**src/wdg_pkg.sv**
```systemverilog
package wdg_pkg;

	// Register location and layout
	localparam logic [7:0] WDG_ADDR = 8'hD8;
	localparam logic [7:0] WDG_REG_RESET = 8'hFE;
	localparam int WDG_ACT_BIT = 0;
	localparam int WDG_SR_BIT = 1;
	localparam int WDG_PER_LO = 2;
	localparam int WDG_PER_HI = 7;
	localparam int WDG_CNT_W = 7;
	localparam int WDG_PER_W = 6;

	// Counter values
	localparam logic [6:0] WDG_CNT_RESET = 7'h7F;
	localparam logic [6:0] WDG_CNT_EXPIRE = 7'h40;
	localparam logic [6:0] WDG_CNT_ONE = 7'h01;

	// Timing counts in internal clock cycles and instructions
	localparam int WDG_PRESC_CYCLES = 3072;
	localparam int WDG_STAB_CYCLES = 2048;
	localparam int WDG_GUARD_INSTR = 28;
	localparam int WDG_STAB_W = 11;
	localparam logic [10:0] WDG_STAB_LAST = 11'(WDG_STAB_CYCLES - 1);
	localparam logic [10:0] WDG_STAB_ONE = 11'h001;

	// Operating modes, Gray coded along stab, run, wait, stop
	typedef enum logic [1:0]
	{
		WDG_STAB = 2'h0,
		WDG_RUN = 2'h1,
		WDG_WAIT = 2'h3,
		WDG_STOP = 2'h2
	} wdg_mode_t;

	// Data-space register access from the CPU
	typedef struct packed
	{
		logic wr;
		logic rd;
		logic [7:0] addr;
		logic [7:0] wdata;
	} wdg_bus_t;

	// CPU and interrupt status seen by the watchdog
	typedef struct packed
	{
		logic stop_exec;
		logic instr_done;
		logic irq_req;
		logic nmi_req;
		logic nmi_pin;
		logic global_irq_enable;
	} wdg_cpu_t;

	// Reverses the period field between register and counter order
	function automatic logic [5:0] wdg_rev6(input logic [5:0] v);
		logic [5:0] r;
		r = 6'h00;
		for (int i = 0; i < 6; i++)
		begin
			r[i] = v[5 - i];
		end
		return r;
	endfunction

endpackage

```
**src/wdg_presc.sv**
```systemverilog
`timescale 1ns/1ns
module wdg_presc
#(
	parameter int DIV = 3072
)
(
	// Clock and reset
	input wire logic clk_i,
	input wire logic rst_i,
	// Control
	input wire logic restart_i,
	input wire logic run_i,
	// Decrement strobe
	output logic tick_o
);
	localparam int CW = $clog2(DIV);

	typedef struct packed
	{
		logic [CW-1:0] cnt;
		logic tick;
	} wdg_presc_st_t;

	wdg_presc_st_t s_ff;
	wdg_presc_st_t nxt_s;

	generate
		if (DIV < 2)
		begin : g_bad
			$error("prescaler divide must be at least 2");
		end
	endgenerate

	always_comb
	begin
		nxt_s = s_ff;
		nxt_s.tick = 1'b0;
		if (restart_i)
		begin
			nxt_s.cnt = '0;
		end
		else if (run_i)
		begin
			if (s_ff.cnt == CW'(DIV - 1))
			begin
				nxt_s.cnt = '0;
				nxt_s.tick = 1'b1;
			end
			else
			begin
				nxt_s.cnt = s_ff.cnt + CW'(1);
			end
		end
	end

	always_ff @(posedge clk_i or posedge rst_i)
	begin
		if (rst_i)
			s_ff <= '0;
		else
			s_ff <= nxt_s;
	end

	assign tick_o = s_ff.tick;
endmodule

```
**src/wdg_guard.sv**
```systemverilog
`timescale 1ns/1ns
module wdg_guard
#(
	parameter int N = 28
)
(
	// Clock and reset
	input wire logic clk_i,
	input wire logic rst_i,
	// Arm on activation, count retired instructions
	input wire logic arm_i,
	input wire logic instr_done_i,
	// Expiry reset may now be issued
	output logic open_o
);
	localparam int CW = $clog2(N + 1);

	typedef struct packed
	{
		logic [CW-1:0] cnt;
		logic open;
	} wdg_guard_st_t;

	wdg_guard_st_t s_ff;
	wdg_guard_st_t nxt_s;

	generate
		if (N < 1)
		begin : g_bad
			$error("guard instruction count must be at least 1");
		end
	endgenerate

	always_comb
	begin
		nxt_s = s_ff;
		if (arm_i)
		begin
			nxt_s.cnt = '0;
			nxt_s.open = 1'b0;
		end
		else if (instr_done_i && !s_ff.open)
		begin
			nxt_s.cnt = s_ff.cnt + CW'(1);
			if (s_ff.cnt == CW'(N - 1))
				nxt_s.open = 1'b1;
		end
	end

	always_ff @(posedge clk_i or posedge rst_i)
	begin
		if (rst_i)
			s_ff <= '0;
		else
			s_ff <= nxt_s;
	end

	assign open_o = s_ff.open;
endmodule

```
**src/wdg_top.sv**
```systemverilog
// Behaviour
// - Reset chip when count bit 6 falls.
// - Register write reloads and restarts countdown.
// - Software option: inactive until activation bit written.
// - Activation sticks until chip reset.
// - Hardware option: always active, bit reads one.
// - Hardware, no external control: STOP acts WAIT.
// - External control, pin low: STOP acts WAIT.
// - External control, pin high: freeze, real STOP.
// - Leaving STOP resumes count from held value.
// - Register resets to FEh, longest period.
// - Bit0 activation, bit1 SR, bits7..2 reversed.
// - Writing SR zero while active resets chip at once.
// - 64 periods, 3072 to 196608 cycles.
// - Inactive: free 7-bit timer, no reset.
// - At least 28 instructions before expiry reset.
// - Interrupts disabled: no wake from STOP/WAIT.
// - Watchdog reset reinitialises counter and register.
// - Restart after 2048-cycle stabilisation delay.
`timescale 1ns/1ns
module wdg_top
#(
	parameter bit HW_ACTIVATION = 1'b1,
	parameter bit EXT_STOP_CTRL = 1'b0,
	parameter int PRESC_CYCLES = wdg_pkg::WDG_PRESC_CYCLES,
	parameter int GUARD_INSTR = wdg_pkg::WDG_GUARD_INSTR
)
(
	// Clock and reset
	input wire logic CLK_I,
	input wire logic RST_I,
	// Data-space register access
	input wire wdg_pkg::wdg_bus_t BUS_I,
	output logic [7:0] RDATA_O,
	// CPU status
	input wire wdg_pkg::wdg_cpu_t CPU_I,
	// Chip control
	output logic CHIP_RST_O,
	output logic STOP_O,
	output logic WAIT_O,
	output logic ACTIVE_O
);
	import wdg_pkg::*;

	// Read value of the register while held in reset
	localparam logic [7:0] RDATA_RESET = WDG_REG_RESET | 8'(HW_ACTIVATION);

	// Register order to counter order
	function automatic logic [6:0] reg_to_cnt(input logic [7:0] v);
		return {v[WDG_SR_BIT], wdg_rev6(v[WDG_PER_HI:WDG_PER_LO])};
	endfunction

	// Counter order to register order
	function automatic logic [7:0] cnt_to_reg(input logic [6:0] c,
		input logic act);
		return {wdg_rev6(c[5:0]), c[6], act};
	endfunction

	typedef struct packed
	{
		wdg_mode_t mode;
		logic [6:0] cnt;
		logic active;
		logic exp_pend;
		logic [10:0] stab_cnt;
		logic rst_out;
		logic stop_out;
		logic wait_out;
		logic [7:0] rdata;
	} wdg_top_st_t;

	wdg_top_st_t s_ff;
	wdg_top_st_t nxt_s;

	logic tick;
	logic guard_open;
	logic guard_arm;
	logic presc_restart;
	logic presc_run;
	logic wr_hit;
	logic rd_hit;
	logic real_stop;
	logic wake;
	logic sw_reset;
	logic expire_reset;
	logic new_active;
	logic [6:0] load_val;
	logic in_stab;
	logic in_run;
	logic in_wait;
	logic in_stop;
	logic [6:0] cnt_dec;
	logic bit6_fall;

	generate
		if (WDG_CNT_W != WDG_PER_W + 1)
		begin : g_bad_layout
			$error("counter must be period bits plus one");
		end
		if (PRESC_CYCLES < 2)
		begin : g_bad_presc
			$error("PRESC_CYCLES must be at least 2");
		end
		if (GUARD_INSTR < 1)
		begin : g_bad_guard
			$error("GUARD_INSTR must be at least 1");
		end
	endgenerate

	// Decrement strobe, frozen outside run and wait
	wdg_presc #(
		.DIV(PRESC_CYCLES)
	) u_presc (
		.clk_i(CLK_I),
		.rst_i(RST_I),
		.restart_i(presc_restart),
		.run_i(presc_run),
		.tick_o(tick)
	);

	// Instruction guard after activation
	wdg_guard #(
		.N(GUARD_INSTR)
	) u_guard (
		.clk_i(CLK_I),
		.rst_i(RST_I),
		.arm_i(guard_arm),
		.instr_done_i(CPU_I.instr_done),
		.open_o(guard_open)
	);

	// Mode decode
	always_comb
	begin
		in_stab = (s_ff.mode == WDG_STAB);
		in_run = (s_ff.mode == WDG_RUN);
		in_wait = (s_ff.mode == WDG_WAIT);
		in_stop = (s_ff.mode == WDG_STOP);
	end

	// Countdown value and the falling edge of the top bit
	always_comb
	begin
		cnt_dec = s_ff.cnt - WDG_CNT_ONE;
		bit6_fall = s_ff.cnt[WDG_CNT_W - 1] && !cnt_dec[WDG_CNT_W - 1];
	end

	// Access decode, only while the CPU executes
	always_comb
	begin
		wr_hit = BUS_I.wr && (BUS_I.addr == WDG_ADDR) && in_run;
		rd_hit = BUS_I.rd && (BUS_I.addr == WDG_ADDR) && in_run;
	end

	// Write value in counter order
	always_comb
	begin
		load_val = reg_to_cnt(BUS_I.wdata);
		new_active = s_ff.active;
		if (wr_hit && !HW_ACTIVATION && BUS_I.wdata[WDG_ACT_BIT])
			new_active = 1'b1;
	end

	// Reset causes
	always_comb
	begin
		sw_reset = wr_hit && new_active
			&& !BUS_I.wdata[WDG_SR_BIT];
		expire_reset = s_ff.exp_pend && guard_open;
	end

	// STOP interpretation
	always_comb
	begin
		if (EXT_STOP_CTRL)
			real_stop = CPU_I.nmi_pin;
		else if (HW_ACTIVATION)
			real_stop = 1'b0;
		else
			real_stop = !s_ff.active;
	end

	// Wake needs interrupts globally enabled, NMI included
	always_comb
	begin
		wake = (in_wait || in_stop) && CPU_I.global_irq_enable
			&& (CPU_I.irq_req || CPU_I.nmi_req);
	end

	// Prescaler and guard control
	always_comb
	begin
		presc_run = !in_stab && !in_stop;
		presc_restart = wr_hit || in_stab;
		guard_arm = 1'b0;
		if (wr_hit && new_active && !s_ff.active)
			guard_arm = 1'b1;
		if (in_stab && HW_ACTIVATION)
			guard_arm = 1'b1;
	end

	// Next state
	always_comb
	begin
		nxt_s = s_ff;
		case (s_ff.mode)
			WDG_STAB:
			begin
				nxt_s.rst_out = 1'b1;
				nxt_s.stab_cnt = s_ff.stab_cnt + WDG_STAB_ONE;
				if (s_ff.stab_cnt == WDG_STAB_LAST)
				begin
					nxt_s.mode = WDG_RUN;
					nxt_s.rst_out = 1'b0;
					nxt_s.stab_cnt = '0;
				end
			end
			WDG_RUN:
			begin
				if (CPU_I.stop_exec)
				begin
					if (real_stop)
					begin
						nxt_s.mode = WDG_STOP;
						nxt_s.stop_out = 1'b1;
					end
					else
					begin
						nxt_s.mode = WDG_WAIT;
						nxt_s.wait_out = 1'b1;
					end
				end
			end
			WDG_WAIT:
			begin
				if (wake)
				begin
					nxt_s.mode = WDG_RUN;
					nxt_s.wait_out = 1'b0;
				end
			end
			WDG_STOP:
			begin
				if (wake)
				begin
					nxt_s.mode = WDG_RUN;
					nxt_s.stop_out = 1'b0;
				end
			end
			default:
			begin
				nxt_s.mode = WDG_STAB;
				nxt_s.stab_cnt = '0;
				nxt_s.rst_out = 1'b1;
			end
		endcase

		// Countdown
		if (tick)
		begin
			nxt_s.cnt = cnt_dec;
			if (s_ff.active && bit6_fall)
				nxt_s.exp_pend = 1'b1;
		end

		// Reload by write, ahead of the tick
		if (wr_hit)
		begin
			nxt_s.cnt = load_val;
			nxt_s.active = new_active;
		end

		// Read back in register order
		if (rd_hit)
		begin
			nxt_s.rdata = cnt_to_reg(s_ff.cnt, s_ff.active);
		end

		// Chip reset reinitialises all state except the read-back data
		if (sw_reset || expire_reset)
		begin
			nxt_s.mode = WDG_STAB;
			nxt_s.stab_cnt = '0;
			nxt_s.rst_out = 1'b1;
			nxt_s.cnt = WDG_CNT_RESET;
			nxt_s.active = HW_ACTIVATION;
			nxt_s.exp_pend = 1'b0;
			nxt_s.stop_out = 1'b0;
			nxt_s.wait_out = 1'b0;
		end
	end

	always_ff @(posedge CLK_I or posedge RST_I)
	begin
		if (RST_I)
		begin
			s_ff.mode <= WDG_STAB;
			s_ff.cnt <= WDG_CNT_RESET;
			s_ff.active <= HW_ACTIVATION;
			s_ff.exp_pend <= 1'b0;
			s_ff.stab_cnt <= '0;
			s_ff.rst_out <= 1'b1;
			s_ff.stop_out <= 1'b0;
			s_ff.wait_out <= 1'b0;
			s_ff.rdata <= RDATA_RESET;
		end
		else
		begin
			s_ff <= nxt_s;
		end
	end

	assign RDATA_O = s_ff.rdata;
	assign CHIP_RST_O = s_ff.rst_out;
	assign STOP_O = s_ff.stop_out;
	assign WAIT_O = s_ff.wait_out;
	assign ACTIVE_O = s_ff.active;
endmodule

```
**config.mk**
```make
export PLATFORM = sky130hd
export DESIGN_NAME = wdg_top
export DESIGN_NICKNAME = d
export VERILOG_FILES = /design/src/wdg_pkg.sv /design/src/wdg_presc.sv /design/src/wdg_guard.sv /design/src/wdg_top.sv
export SDC_FILE = /design/constraint.sdc
export NUM_CORES = 1
export LEC_CHECK = 0
export CORE_MARGIN = 2
export CORE_UTILIZATION = 40
export CTS_CLUSTER_SIZE = 8
export DETAILED_ROUTE_END_ITERATION = 10
export DONT_BUFFER_PORTS = 1
export GPL_ROUTABILITY_DRIVEN = 0
export PLACE_DENSITY = 0.61
export SETUP_SLACK_MARGIN = 0.02
export SLEW_MARGIN = 20
export SYNTH_ARGS = -nofsm -noshare
export SYNTH_HDL_FRONTEND = slang
export SYNTH_SLANG_ARGS = --single-unit
```
**constraint.sdc**
```tcl
create_clock -name CLK_I -period 2.2 [get_ports CLK_I]
set_input_delay 0.33 -clock CLK_I [delete_from_list [all_inputs] [get_ports CLK_I]]
set_output_delay 0.33 -clock CLK_I [all_outputs]
set_load 0.02 [all_outputs]
```
==> key figures <==
Yosys
  • Ys flop type: dfrtp_1
  • Number of distinct library cells after synthesis: 55
  • Top post-synthesis cells by area: dfrtp_1 32%, dfstp_2 17%, mux2_2 3.3%, nor2_1 3.2%, xor2_1 2.9%
  • Synth Cell Area: ~0.0027 mm2
  • Top cell type's share of synthesized area: around a third
  • Synth Warn #: 0
  • FFs w/ async S/R, synth: 100.0%
  • Synth Register Bits: 51
  • Cell taking the most area after synthesis: dfrtp_1
  • Average cell area after synthesis: between 9 and 10 um2
  • Mapped Nets: 306
  • Post-synth top cells: 34 x dfrtp_1, 23 x nor2_1, 20 x nand2_1
  • Register area share after synthesis: 48.10%
  • Syn Inst Count: ~280
  • Most common cell in the netlist: dfrtp_1
  • Number of synthesized flops with an enable pin: 0

Clock tree
  • Post-CTS Setup Repair Bufs: 0
  • CTS Buffer Depth: 2
  • Reg clk slew, reported paths: roughly 100 ps
  • CTS tree: yes
  • Clock Latency Late Sink: about 310 ps
  • Root buf cell: clkbuf_8
  • Total clock sinks: 51
  • Number of CTS-inserted buffers: 5
  • CTS H-tree lvls: 2

Final layout
  • Fillers: a little over 600
  • Area growth from synthesis to layout: 7.421%
  • Total Nets Final: 303
  • N_diodes: 0
  • Post-layout util: 45.12%
  • Layout cells sized above 1: ~18%

Timing
  • RSZ-0062 raised after global routing: no
  • Fin. Hold Viols: 0
  • Fin Setup TNS: 0 ps
  • Slew Limit Fails: 0
  • Min Tclk post-route: around 1800 ps
  • Final period utilization: approximately 80%
  • Final setup fails: 0
  • Fmax: roughly 0.57 GHz
  • Worst slew margin: around 64%
  • Slew @ Worst Pin: 538.1 ps
  • Layout Skew: approximately 11 ps

Place
  • Port Buffers: 0
  • DP HPWL: between 3 and 4 mm

Pwr
  • Int Power: between 1 and 1.5 mW
  • Clk pwr share: between 30 and 40%
  • Largest vdd supply drop: around 0.24 mV
  • LEAKAGE: 1.195 nW
  • PD cells: 556.9 mW/mm2
  • Share of power burned in registers: between 50% and 60%
  • Sw Ratio: a little over a fifth
  • Logic pwr share: under 10%
  • P_sw: between 0.3 and 0.4 mW

Route
  • WL/cell: roughly 15 um
  • Drt pass-1 iters: 4
  • Initial drt markers: approximately 120
  • Drt drc: 0
  • Vias/cell: 5.611
  • WL final: 5.169 mm
  • Antenna viol nets, final: 0
  • Via count: roughly 2000

Die
  • Height of the die: 86.12 um
  • Core ar.: roughly 0.0064 mm2
  • Row cnt: 29
  • Die area: 0.007417 mm2
  • Initial core utilization: between 40% and 50%
  • Number of I/O pins: 38
  • Die width: between 80 and 90 um

Global routing
  • Largest net degree at the start of global routing: 28
  • Vias in the first global route: between 1500 and 2000
  • Initial antenna violation count: 0
  • Global-route wire length before repair: ~9.0 mm
  • Grt ovf: 0
  • Total GRT Usage: 15.31%

Worst setup path
  • CP Launch Type: register
  • Worst Path Required: 2440 ps
  • Worst Setup End Kind: register
  • CP Max Fanout: 8
  • Critical path type: reg -> reg
  • Crit path DAT: 2000 ps

Job
  • Maxcap violations: 0

Worst hold path
  • Hold Path Class: in -> reg

Outcome
  • Outcome: completed
[logic make-up after synthesis]
group | count (synthesis) | share of synthesized area, %
adders and majority gates | 5 | 2.319
DFF | 51 | 48.10
AOI/OAI and AO/OA | 51 | 12.34
muxes | 11 | 4.453
buffers and inverters | 28 | 5.241
xor gates and xnor gates | 14 | 4.546
and+or+nand+nor | 114 | 22.87
other | 1 | 0.1390
[routing by layer]
layer	GRT usage, %	wire (um)
met5	0	0
met4	4.762	66
met3	3.369	240
met2	23.89	2235
met1	21.24	2626
[critical path: stages, from the launching register on]
cell	delay, ps
dfrtp_1	490
or4b_1	520
or4_1	400
and3_1	170
o21ai_1	110
[worst paths after layout]
path | start | to | slack [ps] | cells past startpoint
min reg2reg | u_presc.s_ff[7] | u_presc.s_ff[7] | 530 | 1
min in group asynchronous | RST_I | u_guard.s_ff[5] | 520 | 2
max in group asynchronous | RST_I | s_ff[30] | 1090 | 3
max | u_presc.tick_o | s_ff[29] | 440 | 4
max reg2reg | u_presc.tick_o | s_ff[29] | 440 | 4
min | CPU_I[5] | s_ff[32] | 190 | 2
[layout make-up]
class | instances | area [um2] | share of cell area [%]
clock buffers | 7 | 107.6 | 3.713
well taps | 77 | 96.34 | 3.325
repair buffers | 9 | 95.09 | 3.282
multi-input cells | 196 | 1259 | 43.44
clock inverters | 1 | 8.758 | 0.3022
flip-flops and latches | 51 | 1297 | 44.78
inverters | 9 | 33.78 | 1.166
[through the flow]
| step | instance area (um2) | hold WS, ps | power [mW] | cells | worst slack, ps |
|---|---|---|---|---|---|
| floorplan | 2698 | 472.8 | 0.9785 | 275 | 233.8 |
| global placement | 2771 | 296.7 | 0.9885 | 341 | 165.3 |
| detailed placement | 2771 | 295.8 | 0.9885 | 341 | 148.8 |
| CTS | 2898 | 175.9 | 1.641 | 350 | 443.8 |
| global route | 2898 | 183.8 | 1.686 | 350 | 313.0 |
| finish | 2898 | 185.1 | 1.614 | 350 | 441.7 |
[registers in the layout, summed over array words and instances, names as in the netlist]
name,count
ACTIVE_O,1
CHIP_RST_O,1
RDATA_O,8
WAIT_O,1
s_ff,21
u_guard.open_o,1
u_guard.s_ff,5
u_presc.s_ff,12
u_presc.tick_o,1
[power by group through the flow]
| stage | clock (mW) | combinational (mW) | sequential [mW] |
|---|---|---|---|
| floorplan | 0 | 0.0230 | 0.956 |
| global placement | 0 | 0.0329 | 0.956 |
| detailed placement | 0 | 0.0330 | 0.956 |
| CTS | 0.668 | 0.0344 | 0.939 |
| global route | 0.709 | 0.0384 | 0.939 |
| finish | 0.643 | 0.0326 | 0.938 |
[what timing repair did]
action,in CTS,in global routing
endpoints found under the hold margin,14,0
resized for setup,0,0
hold buffers,1,0
[placed cells by master, fill, tap and decap left out, types with 2 or more instances in the layout]
cell      netlist  final
nor4_1          2      2
o22ai_1         3      3
buf_4           9      6
buf_12          0      2
o31ai_1         2      2
and4_1          2      2
or2_2           3      3
xnor2_1         5      5
nand2b_1        6      6
o21ai_1         2      2
and2_1          4      4
nand3_1         9      9
xor2_1          9      9
nor3_1          9      9
nor2_1         23     23
nand3b_1        2      2
o21ai_0        11     11
inv_1           9      8
nor2b_1         4      4
mux2i_1         3      3
nand2_1        20     20
or4_1           3      3
dfstp_2        17     17
ha_1            5      5
or3_1           3      3
a21oi_1        12     12
and3_1          6      6
a31oi_1         5      5
dfrtp_1        34     34
clkbuf_8        0      6
mux2_2          8      8
nand4_1        12     12
No activity file was read; power rests on OpenSTA's default activity.
